--- config.mk ---
export PLATFORM = sky130hd
export DESIGN_NAME = spfm_mux
export DESIGN_NICKNAME = d
export VERILOG_FILES = /design/src/pkg/spfm_pkg.sv /design/src/verilog/spfm_mux.sv /design/src/verilog/spfm_prio_sel.sv
export SDC_FILE = /design/constraint.sdc
export NUM_CORES = 1
export LEC_CHECK = 0
export ABC_AREA = 0
export BUFFER_PORTS_ARGS = -buffer_cell sky130_fd_sc_hd__buf_2
export CAP_MARGIN = 20
export CORE_MARGIN = 5
export CORE_UTILIZATION = 30
export DETAILED_ROUTE_END_ITERATION = 16
export GPL_ROUTABILITY_DRIVEN = 0
export HOLD_SLACK_MARGIN = 0.03
export SETUP_SLACK_MARGIN = 0.1
export SYNTH_ARGS = -nofsm -noshare
export SYNTH_HDL_FRONTEND = slang
export SYNTH_SLANG_ARGS = --single-unit
--- constraint.sdc ---
create_clock -name clk_i -period 2.35 [get_ports clk_i]
set_clock_uncertainty 0.05 [all_clocks]
set_input_delay 0.47 -clock clk_i [delete_from_list [all_inputs] [get_ports clk_i]]
set_output_delay 0.47 -clock clk_i [all_outputs]
set_load 0.02 [all_outputs]
--- src/pkg/spfm_pkg.sv ---
// Purpose: Shared constants and types for the shared pin function mux.
// Assumes: 8-bit register port, 4-bit register address.
// Notes:   Offsets, field positions and port reset values live here only.
`default_nettype none
package spfm_pkg;

	// Widths
	localparam int unsigned ADDR_W = 4;
	localparam int unsigned DATA_W = 8;
	localparam int unsigned NUM_PA = 6;
	localparam int unsigned NUM_PB = 8;
	localparam int unsigned NUM_REQ = 3;

	// Register offsets
	localparam logic [3:0] OFS_PA_DATA  = 4'h0;
	localparam logic [3:0] OFS_PA_DIR   = 4'h1;
	localparam logic [3:0] OFS_PA_PULL  = 4'h2;
	localparam logic [3:0] OFS_PB_DATA  = 4'h3;
	localparam logic [3:0] OFS_PB_DIR   = 4'h4;
	localparam logic [3:0] OFS_FUNC_EN  = 4'h5;
	localparam logic [3:0] OFS_KEY_EN   = 4'h6;
	localparam logic [3:0] OFS_OSC_CFG  = 4'h7;
	localparam logic [3:0] OFS_OWNER_LO = 4'h8;
	localparam logic [3:0] OFS_OWNER_HI = 4'h9;

	// Field positions
	localparam int unsigned FE_ANALOG_LSB   = 0;
	localparam int unsigned FE_TIMER_LSB    = 4;
	localparam int unsigned FE_TIMER_EXTERNAL_CLOCK_IN_BIT     = 6;
	localparam int unsigned FE_IRQ_BIT      = 7;
	localparam int unsigned KE_KEYPAD_LSB   = 0;
	localparam int unsigned KE_RESET_BIT    = 6;
	localparam int unsigned KE_IRQ_PULL_BIT = 7;
	localparam int unsigned PU_CLKOUT_BIT   = 7;
	localparam int unsigned OC_MODE_LSB     = 0;
	localparam int unsigned IN_ONLY_PIN     = 2;

	// Values after reset
	localparam logic [7:0] RST_BYTE = 8'h00;
	localparam logic [5:0] RST_PA   = 6'h00;
	localparam logic [7:0] RST_PB   = 8'h00;

	typedef enum logic [1:0] {
		OSC_INTERNAL = 2'b00,
		OSC_EXTERNAL = 2'b01,
		OSC_RC       = 2'b10,
		OSC_CRYSTAL  = 2'b11
	} spfm_osc_mode_type;

	typedef enum logic [1:0] {
		OWN_FIRST  = 2'b00,
		OWN_SECOND = 2'b01,
		OWN_THIRD  = 2'b10,
		OWN_GPIO   = 2'b11
	} spfm_owner_type;

	typedef struct packed {
		logic dout;
		logic oe;
	} spfm_drive_type;

endpackage
`default_nettype wire

--- src/verilog/spfm_mux.sv ---
// Purpose: Ownership of the six shared port A pins, plus port B.
// Assumes: Pin inputs synchronous to clk_i; one clock, sync reset.
// Notes:   Every pin and function output is registered, one cycle late.
`default_nettype none
// Summary of operation
// After reset all enables clear, so every pin is a plain input.
// Pin 0 order: analog 0, timer channel 0, keypad 0, port.
// Pin 1 order: analog 1, timer channel 1, keypad 1, port.
// Pin 2 order: external interrupt, keypad 2, timer clock, port.
// Pin 3 order: reset input, keypad 3, port.
// Pin 4 order: oscillator output, analog 2, keypad 4, port.
// Pin 5 order: oscillator input, analog 3, keypad 5, port.
// Pin 2 is input only; its driver is never enabled.
// RC or internal clock drives pin 4 only with clock out enabled.
// Crystal mode uses pin 4 as amplifier output regardless of enable.
// Port B lines exist only in the larger package variant.
// Interrupt use of pin 2 adds selectable pullup and Schmitt input.
// Only the highest enabled function drives and receives the pin; the port data read sees the pin on inputs and the data latch on outputs.
module spfm_mux
	import spfm_pkg::*;
#(
	parameter bit HAS_PORT_B = 1'b1
) (
	// Clock and reset
	input  wire logic              clk_i,
	input  wire logic              rst_i,
	// Register port
	input  wire logic [ADDR_W-1:0] reg_addr_i,
	input  wire logic [DATA_W-1:0] reg_wdata_i,
	input  wire logic              reg_wr_i,
	input  wire logic              reg_rd_i,
	output logic      [DATA_W-1:0] reg_rdata_o,
	// Port A pins
	input  wire logic [NUM_PA-1:0] pa_in_i,
	output logic      [NUM_PA-1:0] pa_out_o,
	output logic      [NUM_PA-1:0] pa_oe_o,
	output logic      [NUM_PA-1:0] pa_pullup_o,
	output logic                   pa_schmitt_o,
	// Port B pins
	input  wire logic [NUM_PB-1:0] pb_in_i,
	output logic      [NUM_PB-1:0] pb_out_o,
	output logic      [NUM_PB-1:0] pb_oe_o,
	// Timer
	input  wire logic [1:0]        timer_ch_out_i,
	input  wire logic [1:0]        timer_ch_oe_i,
	output logic      [1:0]        timer_ch_in_o,
	output logic                   timer_clk_in_o,
	// Interrupt, reset, keypad, analog
	output logic                   irq_in_n_o,
	output logic                   reset_in_n_o,
	output logic      [5:0]        keypad_in_o,
	output logic      [3:0]        analog_sel_o,
	// Oscillator
	input  wire logic              osc_clk_i,
	input  wire logic              xtal_amp_out_i,
	output logic                   osc_in_o
);

	// Register state
	logic [5:0]        pa_data_q, pa_data_d;
	logic [5:0]        pa_dir_q, pa_dir_d;
	logic [5:0]        pa_pull_q, pa_pull_d;
	logic              clk_out_en_q, clk_out_en_d;
	logic [7:0]        pb_data_q, pb_data_d;
	logic [7:0]        pb_dir_q, pb_dir_d;
	logic [3:0]        an_en_q, an_en_d;
	logic [1:0]        tmr_en_q, tmr_en_d;
	logic              timer_external_clock_in_en_q, timer_external_clock_in_en_d;
	logic              irq_en_q, irq_en_d;
	logic [5:0]        key_en_q, key_en_d;
	logic              rst_en_q, rst_en_d;
	logic              irq_pull_q, irq_pull_d;
	spfm_osc_mode_type osc_mode_q, osc_mode_d;
	logic [7:0]        rdata_d;

	// Arbitration
	logic [NUM_REQ-1:0] req [NUM_PA];
	spfm_drive_type     cand [NUM_PA][4];
	spfm_owner_type     own [NUM_PA];
	logic               oscillator_input_pin_act;
	logic               oscillator_output_pin_act;
	logic [5:0]         pa_read;

	// Registered outputs, next values
	logic [5:0] pa_out_d, pa_oe_d, pa_pullup_d, keypad_in_d;
	logic [7:0] pb_out_d, pb_oe_d;
	logic [3:0] analog_sel_d;
	logic [1:0] timer_ch_in_d;
	logic       pa_schmitt_d, timer_clk_in_d, irq_in_n_d;
	logic       reset_in_n_d, osc_in_d;

	assign pa_read = (pa_dir_q & pa_data_q) | (~pa_dir_q & pa_in_i);

	always_comb begin
		pa_data_d    = pa_data_q;
		pa_dir_d     = pa_dir_q;
		pa_pull_d    = pa_pull_q;
		clk_out_en_d = clk_out_en_q;
		pb_data_d    = pb_data_q;
		pb_dir_d     = pb_dir_q;
		an_en_d      = an_en_q;
		tmr_en_d     = tmr_en_q;
		timer_external_clock_in_en_d    = timer_external_clock_in_en_q;
		irq_en_d     = irq_en_q;
		key_en_d     = key_en_q;
		rst_en_d     = rst_en_q;
		irq_pull_d   = irq_pull_q;
		osc_mode_d   = osc_mode_q;
		rdata_d      = RST_BYTE;
		if (reg_wr_i) begin
			unique case (reg_addr_i)
				OFS_PA_DATA: pa_data_d = reg_wdata_i[5:0];
				OFS_PA_DIR: begin
					pa_dir_d = reg_wdata_i[5:0];
					// no direction bit
					pa_dir_d[IN_ONLY_PIN] = 1'b0;
				end
				OFS_PA_PULL: begin
					pa_pull_d    = reg_wdata_i[5:0];
					clk_out_en_d = reg_wdata_i[PU_CLKOUT_BIT];
				end
				OFS_PB_DATA: pb_data_d = reg_wdata_i;
				OFS_PB_DIR: pb_dir_d = reg_wdata_i;
				OFS_FUNC_EN: begin
					an_en_d   = reg_wdata_i[FE_ANALOG_LSB +: 4];
					tmr_en_d  = reg_wdata_i[FE_TIMER_LSB +: 2];
					timer_external_clock_in_en_d = reg_wdata_i[FE_TIMER_EXTERNAL_CLOCK_IN_BIT];
					irq_en_d  = reg_wdata_i[FE_IRQ_BIT];
				end
				OFS_KEY_EN: begin
					key_en_d   = reg_wdata_i[KE_KEYPAD_LSB +: 6];
					rst_en_d   = reg_wdata_i[KE_RESET_BIT];
					irq_pull_d = reg_wdata_i[KE_IRQ_PULL_BIT];
				end
				OFS_OSC_CFG: begin
					osc_mode_d = spfm_osc_mode_type'(
						reg_wdata_i[OC_MODE_LSB +: 2]);
				end
				default: begin
				end
			endcase
		end
		if (reg_rd_i) begin
			unique case (reg_addr_i)
				OFS_PA_DATA: rdata_d = {2'b00, pa_read};
				OFS_PA_DIR: rdata_d = {2'b00, pa_dir_q};
				OFS_PA_PULL: rdata_d = {clk_out_en_q, 1'b0, pa_pull_q};
				// absent port reads zero
				OFS_PB_DATA: rdata_d = HAS_PORT_B ?
					((pb_dir_q & pb_data_q) | (~pb_dir_q & pb_in_i)) : RST_PB;
				OFS_PB_DIR: rdata_d = HAS_PORT_B ? pb_dir_q : RST_PB;
				OFS_FUNC_EN: rdata_d = {irq_en_q, timer_external_clock_in_en_q, tmr_en_q, an_en_q};
				OFS_KEY_EN: rdata_d = {irq_pull_q, rst_en_q, key_en_q};
				OFS_OSC_CFG: rdata_d = {6'h00, osc_mode_q};
				OFS_OWNER_LO: rdata_d = {own[3], own[2], own[1], own[0]};
				OFS_OWNER_HI: rdata_d = {4'h0, own[5], own[4]};
				default: rdata_d = RST_BYTE;
			endcase
		end
	end

	always_ff @(posedge clk_i) begin
		// reset to inputs
		if (rst_i) begin
			pa_data_q    <= RST_PA;
			pa_dir_q     <= RST_PA;
			pa_pull_q    <= RST_PA;
			clk_out_en_q <= 1'b0;
			pb_data_q    <= RST_PB;
			pb_dir_q     <= RST_PB;
			an_en_q      <= 4'h0;
			tmr_en_q     <= 2'h0;
			timer_external_clock_in_en_q    <= 1'b0;
			irq_en_q     <= 1'b0;
			key_en_q     <= 6'h00;
			rst_en_q     <= 1'b0;
			irq_pull_q   <= 1'b0;
			osc_mode_q   <= OSC_INTERNAL;
			reg_rdata_o  <= RST_BYTE;
		end else begin
			pa_data_q    <= pa_data_d;
			pa_dir_q     <= pa_dir_d;
			pa_pull_q    <= pa_pull_d;
			clk_out_en_q <= clk_out_en_d;
			pb_data_q    <= pb_data_d;
			pb_dir_q     <= pb_dir_d;
			an_en_q      <= an_en_d;
			tmr_en_q     <= tmr_en_d;
			timer_external_clock_in_en_q    <= timer_external_clock_in_en_d;
			irq_en_q     <= irq_en_d;
			key_en_q     <= key_en_d;
			rst_en_q     <= rst_en_d;
			irq_pull_q   <= irq_pull_d;
			osc_mode_q   <= osc_mode_d;
			reg_rdata_o  <= rdata_d;
		end
	end

	// External clock mode leaves pin 4 free for other use
	assign oscillator_input_pin_act = (osc_mode_q != OSC_INTERNAL);
	// clock out gated
	// crystal overrides
	assign oscillator_output_pin_act = (osc_mode_q == OSC_CRYSTAL) ||
		(((osc_mode_q == OSC_INTERNAL) || (osc_mode_q == OSC_RC)) &&
		clk_out_en_q);

	always_comb begin
		for (int p = 0; p < NUM_PA; p++) begin
			for (int c = 0; c < 3; c++) begin
				cand[p][c] = '{dout: 1'b0, oe: 1'b0};
			end
			cand[p][3] = '{dout: pa_data_q[p], oe: pa_dir_q[p]};
		end
		// pin 0 order
		req[0] = {key_en_q[0], tmr_en_q[0], an_en_q[0]};
		cand[0][1] = '{dout: timer_ch_out_i[0], oe: timer_ch_oe_i[0]};
		// pin 1 order
		req[1] = {key_en_q[1], tmr_en_q[1], an_en_q[1]};
		cand[1][1] = '{dout: timer_ch_out_i[1], oe: timer_ch_oe_i[1]};
		// pin 2 order
		req[2] = {timer_external_clock_in_en_q, key_en_q[2], irq_en_q};
		// pin 3 order
		req[3] = {1'b0, key_en_q[3], rst_en_q};
		// pin 4 order
		req[4] = {key_en_q[4], an_en_q[2], oscillator_output_pin_act};
		cand[4][0] = '{dout: (osc_mode_q == OSC_CRYSTAL) ?
			xtal_amp_out_i : osc_clk_i, oe: 1'b1};
		// pin 5 order
		req[5] = {key_en_q[5], an_en_q[3], oscillator_input_pin_act};
	end

	genvar gp;
	generate
		for (gp = 0; gp < NUM_PA; gp++) begin : g_pin
			spfm_prio_sel #(
				.N (NUM_REQ)
			) u_sel (
				.req_i   (req[gp]),
				.owner_o (own[gp])
			);
		end
	endgenerate

	always_comb begin
		for (int p = 0; p < NUM_PA; p++) begin
			// winner drives pin
			pa_out_d[p]    = cand[p][own[p]].dout;
			pa_oe_d[p]     = cand[p][own[p]].oe;
			pa_pullup_d[p] = pa_pull_q[p];
		end
		// never driven
		pa_out_d[IN_ONLY_PIN] = 1'b0;
		pa_oe_d[IN_ONLY_PIN]  = 1'b0;
		// interrupt conditioning, plus forced pin 3 pullup for the reset input
		pa_schmitt_d = (own[2] == OWN_FIRST);
		if (own[2] == OWN_FIRST) begin
			pa_pullup_d[2] = irq_pull_q;
		end
		if (own[3] == OWN_FIRST) begin
			pa_pullup_d[3] = 1'b1;
		end
		// capture by owner
		analog_sel_d[0] = (own[0] == OWN_FIRST);
		analog_sel_d[1] = (own[1] == OWN_FIRST);
		analog_sel_d[2] = (own[4] == OWN_SECOND);
		analog_sel_d[3] = (own[5] == OWN_SECOND);
		timer_ch_in_d[0] = (own[0] == OWN_SECOND) & pa_in_i[0];
		timer_ch_in_d[1] = (own[1] == OWN_SECOND) & pa_in_i[1];
		timer_clk_in_d = (own[2] == OWN_THIRD) & pa_in_i[2];
		irq_in_n_d = (own[2] == OWN_FIRST) ? pa_in_i[2] : 1'b1;
		reset_in_n_d = (own[3] == OWN_FIRST) ? pa_in_i[3] : 1'b1;
		osc_in_d = (own[5] == OWN_FIRST) & pa_in_i[5];
		// Idle keypad lines sit high, as if pulled up
		keypad_in_d[0] = (own[0] == OWN_THIRD) ? pa_in_i[0] : 1'b1;
		keypad_in_d[1] = (own[1] == OWN_THIRD) ? pa_in_i[1] : 1'b1;
		keypad_in_d[2] = (own[2] == OWN_SECOND) ? pa_in_i[2] : 1'b1;
		keypad_in_d[3] = (own[3] == OWN_SECOND) ? pa_in_i[3] : 1'b1;
		keypad_in_d[4] = (own[4] == OWN_THIRD) ? pa_in_i[4] : 1'b1;
		keypad_in_d[5] = (own[5] == OWN_THIRD) ? pa_in_i[5] : 1'b1;
		// port B optional
		pb_out_d = HAS_PORT_B ? pb_data_q : RST_PB;
		pb_oe_d  = HAS_PORT_B ? pb_dir_q : RST_PB;
	end

	always_ff @(posedge clk_i) begin
		if (rst_i) begin
			pa_out_o       <= RST_PA;
			pa_oe_o        <= RST_PA;
			pa_pullup_o    <= RST_PA;
			pa_schmitt_o   <= 1'b0;
			pb_out_o       <= RST_PB;
			pb_oe_o        <= RST_PB;
			timer_ch_in_o  <= 2'h0;
			timer_clk_in_o <= 1'b0;
			irq_in_n_o     <= 1'b1;
			reset_in_n_o   <= 1'b1;
			keypad_in_o    <= 6'h3F;
			analog_sel_o   <= 4'h0;
			osc_in_o       <= 1'b0;
		end else begin
			pa_out_o       <= pa_out_d;
			pa_oe_o        <= pa_oe_d;
			pa_pullup_o    <= pa_pullup_d;
			pa_schmitt_o   <= pa_schmitt_d;
			pb_out_o       <= pb_out_d;
			pb_oe_o        <= pb_oe_d;
			timer_ch_in_o  <= timer_ch_in_d;
			timer_clk_in_o <= timer_clk_in_d;
			irq_in_n_o     <= irq_in_n_d;
			reset_in_n_o   <= reset_in_n_d;
			keypad_in_o    <= keypad_in_d;
			analog_sel_o   <= analog_sel_d;
			osc_in_o       <= osc_in_d;
		end
	end

	property p_reset_inputs;
		@(posedge clk_i) disable iff (rst_i)
		$past(rst_i) |-> (pa_oe_o == 6'h00) && (analog_sel_o == 4'h0);
	endproperty
	a_reset_inputs: assert property (p_reset_inputs)
		else $error("pins not inputs after reset");

	property p_pin0_analog;
		@(posedge clk_i) disable iff (rst_i)
		an_en_q[0] |=> analog_sel_o[0] && !pa_oe_o[0] && !timer_ch_in_o[0];
	endproperty
	a_pin0_analog: assert property (p_pin0_analog)
		else $error("analog 0 lost pin 0");

	property p_pin1_timer;
		@(posedge clk_i) disable iff (rst_i)
		!an_en_q[1] && tmr_en_q[1] |=>
			(pa_out_o[1] == $past(timer_ch_out_i[1])) &&
			(pa_oe_o[1] == $past(timer_ch_oe_i[1]));
	endproperty
	a_pin1_timer: assert property (p_pin1_timer)
		else $error("timer 1 not driving pin 1");

	property p_pin2_irq;
		@(posedge clk_i) disable iff (rst_i)
		irq_en_q |=> (irq_in_n_o == $past(pa_in_i[2])) && keypad_in_o[2] &&
			!timer_clk_in_o;
	endproperty
	a_pin2_irq: assert property (p_pin2_irq)
		else $error("interrupt not owning pin 2");

	property p_pin3_reset;
		@(posedge clk_i) disable iff (rst_i)
		rst_en_q |=> (reset_in_n_o == $past(pa_in_i[3])) && !pa_oe_o[3];
	endproperty
	a_pin3_reset: assert property (p_pin3_reset)
		else $error("reset input not owning pin 3");

	property p_pin5_osc;
		@(posedge clk_i) disable iff (rst_i)
		oscillator_input_pin_act |=> (osc_in_o == $past(pa_in_i[5])) && !analog_sel_o[3];
	endproperty
	a_pin5_osc: assert property (p_pin5_osc)
		else $error("oscillator input not owning pin 5");

	property p_pin2_no_drive;
		@(posedge clk_i) disable iff (rst_i)
		##1 !pa_oe_o[2] && !pa_out_o[2];
	endproperty
	a_pin2_no_drive: assert property (p_pin2_no_drive)
		else $error("input-only pin driven");

	property p_clock_out;
		@(posedge clk_i) disable iff (rst_i)
		(osc_mode_q == OSC_INTERNAL) && clk_out_en_q |=>
			pa_oe_o[4] && (pa_out_o[4] == $past(osc_clk_i));
	endproperty
	a_clock_out: assert property (p_clock_out)
		else $error("clock out missing on pin 4");

	property p_no_clock_out;
		@(posedge clk_i) disable iff (rst_i)
		(osc_mode_q == OSC_RC) && !clk_out_en_q && (an_en_q[2] == 1'b0) &&
			!key_en_q[4] |=> (pa_oe_o[4] == $past(pa_dir_q[4]));
	endproperty
	a_no_clock_out: assert property (p_no_clock_out)
		else $error("pin 4 not returned to port");

	property p_crystal;
		@(posedge clk_i) disable iff (rst_i)
		osc_mode_q == OSC_CRYSTAL |=>
			pa_oe_o[4] && (pa_out_o[4] == $past(xtal_amp_out_i));
	endproperty
	a_crystal: assert property (p_crystal)
		else $error("crystal amplifier not on pin 4");

	property p_port_b;
		@(posedge clk_i) disable iff (rst_i)
		##1 (pb_oe_o == (HAS_PORT_B ? $past(pb_dir_q) : RST_PB)) &&
			(pb_out_o == (HAS_PORT_B ? $past(pb_data_q) : RST_PB));
	endproperty
	a_port_b: assert property (p_port_b)
		else $error("absent port B driven");

	property p_irq_cond;
		@(posedge clk_i) disable iff (rst_i)
		irq_en_q |=> pa_schmitt_o && (pa_pullup_o[2] == $past(irq_pull_q));
	endproperty
	a_irq_cond: assert property (p_irq_cond)
		else $error("interrupt conditioning wrong");

	property p_keypad_low;
		@(posedge clk_i) disable iff (rst_i)
		key_en_q[0] && !an_en_q[0] && !tmr_en_q[0] |=>
			(keypad_in_o[0] == $past(pa_in_i[0])) && !pa_oe_o[0];
	endproperty
	a_keypad_low: assert property (p_keypad_low)
		else $error("keypad 0 not owning pin 0");

endmodule
`default_nettype wire

--- src/verilog/spfm_prio_sel.sv ---
// Purpose: Fixed priority picker for one shared pin.
// Assumes: Request 0 is the highest priority function.
// Notes:   No request at all leaves the pin to the port logic.
`default_nettype none
module spfm_prio_sel
	import spfm_pkg::*;
#(
	parameter int unsigned N = NUM_REQ
) (
	// Requests
	input  wire logic [N-1:0]   req_i,
	// Winner
	output var  spfm_owner_type owner_o
);

	always_comb begin
		owner_o = OWN_GPIO;
		// highest wins
		for (int i = N - 1; i >= 0; i--) begin
			if (req_i[i]) begin
				owner_o = spfm_owner_type'(2'(i));
			end
		end
	end

endmodule
`default_nettype wire

======== Word level (Yosys, flattened, before mapping) ========
Cells that the tools add are included.
W data, S select, Z words.
cells by class
  $lt $le $gt $ge ......................... 5
  equality and inequality tests ........... 22
  mux-type cells .......................... 36
  bitwise gates (word level) .............. 26
  reduce and logical (&&, ||, !) cells .... 28
operators with widths
  operator              count
  $pmux W8 S10          1
  $mux W2               22
  $bmux W2 S2           5
  $reduce_or A2 Y1      9
  $and A8 B8 Y8         2
  $eq A4 B3 Y1 const B  4
  $reduce_and A2 Y1     8
  $ge A3 B3 Y1 const B  5
  $not A2 Y3            5
  $eq A2 B2 Y1 const B  7
  $and A6 B6 Y6         2
  $eq A2 B1 Y1 const B  6
  $logic_not A2 Y1      6
  $not A1 Y1            9
  $eq A4 B2 Y1 const B  2
  $eq A4 B4 Y1 const B  2
  $mux W1               8
  $not A8 Y8            1
  $or A8 B8 Y8          1
  $not A6 Y6            1
  $or A6 B6 Y6          1
  $and A1 B1 Y1         4
  $eq A4 B1 Y1 const B  1
  $logic_not A4 Y1      1
  other kinds (3)       4
word-level totals
  flip-flop bits (word level) ............. 111
  input port bits ......................... 36
  output and inout port bits .............. 59
  logic and storage cells ................. 152

======== Logic depth before layout (Yosys ltp) ========
  depth in word-level cells ............... 9
  gate-level depth with buffers ........... 7

======== Cells and area by module ========
Synthesis repeated with hierarchy kept, for this count alone.
second synthesis, totals
  cell total of the unflattened synthesis .. 467
  area total of the unflattened synthesis .. 4460.5 sq um
by module, submodules not included
  module         times used  cells each  area an instance (sq um)
  spfm_mux       1           449         4362.9
  spfm_prio_sel  6           3           16.3

======== Worst setup path before layout ========
No wires, ideal clock.
  path type ............................... input -> register
  from .................................... input reg_addr_i[3]
  to ...................................... register reg_rdata_o[4]
  setup time .............................. 76 ps
  arrival time ............................ 1662 ps
  slack ................................... 562 ps
  stages on the path ...................... 5
  path through ............................ buf_2 or4b_1 buf_2 or3_1 a31oi_1
between the ends
  word-level cells in the longest chain between the ends .. 2
  elaborated cells on any way between the ends .. 11
  those cells by class .................... eq/ne (9); mux (1); reduce/logical (1)
ends and longest elaborated chain
  what                                  line             RTL
  from (decl)                           spfm_mux.sv:28   input wire logic [ADDR_W-1:0] reg_addr_i,
  $eq A4 B4 Y1 (tied with other cells)  spfm_mux.sv:144  unique case (reg_addr_i)
  $pmux W8 S10 (*)                      spfm_mux.sv:144
  to (signal assigned)                  spfm_mux.sv:195  reg_rdata_o <= rdata_d;
  to (decl)                             spfm_mux.sv:32   output logic [DATA_W-1:0] reg_rdata_o,
Every way passes the cells marked *; elsewhere a longest branch is shown, timed or not.
A chain may end at the register's enable or synchronous reset.

======== Worst setup path in the final report ========
  from .................................... input reg_addr_i[0]
  to ...................................... register pa_dir_q[0]
between the ends
  word-level cells in the longest chain between the ends .. 2
ends and longest elaborated chain
  what                         line             RTL
  $eq A4 B1 Y1                 spfm_mux.sv:111  unique case (reg_addr_i)
  $reduce_and A2 Y1 (no line)  --
  to (signal assigned)         spfm_mux.sv:182  pa_dir_q <= pa_dir_d;
  to (decl)                    spfm_mux.sv:61   logic [5:0] pa_dir_q, pa_dir_d;
Every way passes these cells.

==> flow_summary.json <==
{
  "intPower_mw": 2.85,
  "dieArea_um2": 17000,
  "tns_ns": 0,
  "root_buffer": "clkbuf_16",
  "critPathLaunchType": "input pin",
  "synth_most_common_cell": "dfxtp_1",
  "ys_top_cells_by_area": "dfxtp_1 50%, mux2i_1 11%, nor2_1 4.2%",
  "slowest_delay_ns": 0.45,
  "clk_pin_slew_ns": 0.06,
  "io_buffers": 92,
  "dp.final_hpwl_um": 9610,
  "power_density_nw_per_um2": 693,
  "clkPwrFrac": 0.420,
  "grt_pass1_vias": 3599,
  "syn-cell-area_um2": 4350,
  "ant_nets": 0,
  "hold_buffers": 0,
  "criticalPathCategory": "in2reg",
  "fmax_mhz": 563,
  "start_util": 0.303,
  "worstPathMaxFanout": 21,
  "crit_arrival_ns": 1.97,
  "grt_pass1_wl_um": 19400,
  "die_x_um": 130,
  "post-route-period-util": 0.756,
  "postCtsSetupBuffers": 0,
  "ys_ff_latch": 108,
  "ys.flop_type": "dfxtp_1",
  "antennaDiodeCount": 0,
  "yosysWarnings": 0,
  "finalSetupViolations": 0,
  "maxSlewHeadroom": 0.636,
  "pwr-share-seq": 0.510,
  "insertion_delay_ns": 0.35,
  "fp.dieH_um": 130,
  "vias_per_cell": 5.04,
  "p_leak_nw": 2.28,
  "num_vias": 3708,
  "cts_resized": 0,
  "antenna_found_initial": 0,
  "synthTopCellsByCount": "108 x dfxtp_1, 49 x nor2_1, 46 x mux2i_1, 37 x nand2_1, 31 x a21oi_1",
  "fin_crit_ns": 1.78,
  "cts_buffers": 9,
  "async_flop_share": 0,
  "drt-total-wl_um": 12800,
  "wl_per_cell_um": 17.4,
  "hold_class": "in2reg",
  "p_sw_frac": 0.221,
  "synth_cells": 469,
  "worstMarginPinSlew_ns": 0.545,
  "syn_area_per_cell_um2": 9.27,
  "final_layout_size_suffix_gt1_frac": 0.219,
  "cts.sinks": 108,
  "totalPowerFinal_mw": 3.65,
  "finalHoldViolations": 0,
  "syn2layout_area_growth_pct": 21.3,
  "synth_edf_count": 0,
  "nets": 584,
  "cap_violations": 0,
  "crit_slowest_cell": "nand3_1",
  "drc": 0,
  "io_pins": 95,
  "row_count": 44,
  "cp_cell_sequence": "buf_2 > nor2b_1 > nand3_1 > mux2i_1 > nor2_1",
  "p_comb_frac": 0.069,
  "synth_cell_type_count": 50,
  "netlist.area_leader.share": 0.497,
  "firstDrtPassIters": 8,
  "drtIter0Drc": 345,
  "yosysSeqAreaShare": 0.497,
  "p_sw_uw": 808,
  "grt.total_usage": 0.150,
  "core_um2": 14400,
  "grt_overflow_total": 0,
  "end_kind": "flop",
  "cts_tree": "yes",
  "synth_top_cell_by_area": "dfxtp_1",
  "ctsHtreeMaxLevel": 3,
  "slew_viol_final": 0,
  "status": "finished, final reports clean",
  "cp.required_ns": 2.54,
  "ir_worst_vdd_mv": 0.298,
  "rsz0062_at_grt": "false",
  "cts_buffer_depth": 2,
  "grt_max_degree": 46
}
==> flip-flops by register name (all words and copies together), names as in the netlist, 6 cells and up <==
signal       cells
reg_rdata_o      8
keypad_in_o      6
pb_data_q        8
pa_pull_q        6
pb_dir_q         8
pb_oe_o          8
pb_out_o         8
key_en_q         6
pa_pullup_o      6
==> area by class of cell <==
class	instances	area, µm²
repair buffers	102	548
clock buffers	14	274
fillers	1463	9090
inverters	2	7.51
clock inverters	1	30.0
multi-input cells	325	2020
flip-flops and latches	108	2160
well taps	184	230
==> per-stage QoR <==
step                utilization  setup WS, ns  hold WS (ns)  cell area, µm²  std cells
floorplan                     -         0.562         0.365            4350        470
global placement          0.346         0.274         0.406            4970        721
detailed placement        0.346         0.256         0.419            4970        721
CTS                       0.367         0.639         0.286            5270        736
global route              0.367         0.489         0.298            5270        736
finish                    0.367         0.573         0.300            5270        736
==> worst paths after layout <==
kind	start	to	slack, ns	cells past startpoint
setup / recovery	reg_addr_i[0]	pa_dir_q[0]	0.57	5
hold / removal	pa_in_i[0]	keypad_in_o[0]	0.30	2
setup reg to reg	osc_mode_q[0]	keypad_in_o[4]	0.75	2
hold reg to reg	pa_data_q[5]	pa_data_q[5]	0.43	2
==> cell usage in the layout, fill, tap and decap left out, types with 5 or more instances in the layout <==
cell type	count
dfxtp_1	108
buf_2	92
nor2_1	49
mux2i_1	46
nand2_1	37
a21oi_1	31
nor2b_1	26
o21ai_0	25
nor3_1	17
nand2b_1	10
clkbuf_16	9
buf_4	9
a31oi_1	7
nand3_1	6
nor3b_1	5
==> cell families (layout without fill, tap and decap cells) <==
family	Yosys count	after routing	synth area share
AO/OA/AOI/OAI	86	86	0.117
AND/OR/NAND/NOR	188	188	0.233
buffers and inverters	37	119	0.0388
flip-flops	108	108	0.497
multiplexers	49	49	0.114
other	1	2	0.000862
==> per-layer routing <==
metal,global-route usage,part of all wire
met5,0,0
met4,0.0617,0.026
met3,0.0346,0.074
met2,0.234,0.46
met1,0.202,0.44
==> critical path, delay by kind of cell <==
| kind | cells | cell delay (ns) |
|---|---|---|
| buf+inv | 1 | 0.34 |
| simple gates | 3 | 0.85 |
| mux | 1 | 0.30 |
==> power by group through the flow <==
stage                     Sequential [mW]  Clock, mW  Combinational [mW]
after floorplan                      1.91          0               0.145
after global placement               1.91          0               0.245
after detailed placement             1.91          0               0.250
after CTS                            1.86       1.59               0.250
after global routing                 1.87       1.65               0.274
final                                1.87       1.54               0.253
Note: power is estimated with default switching activity, not from simulation.
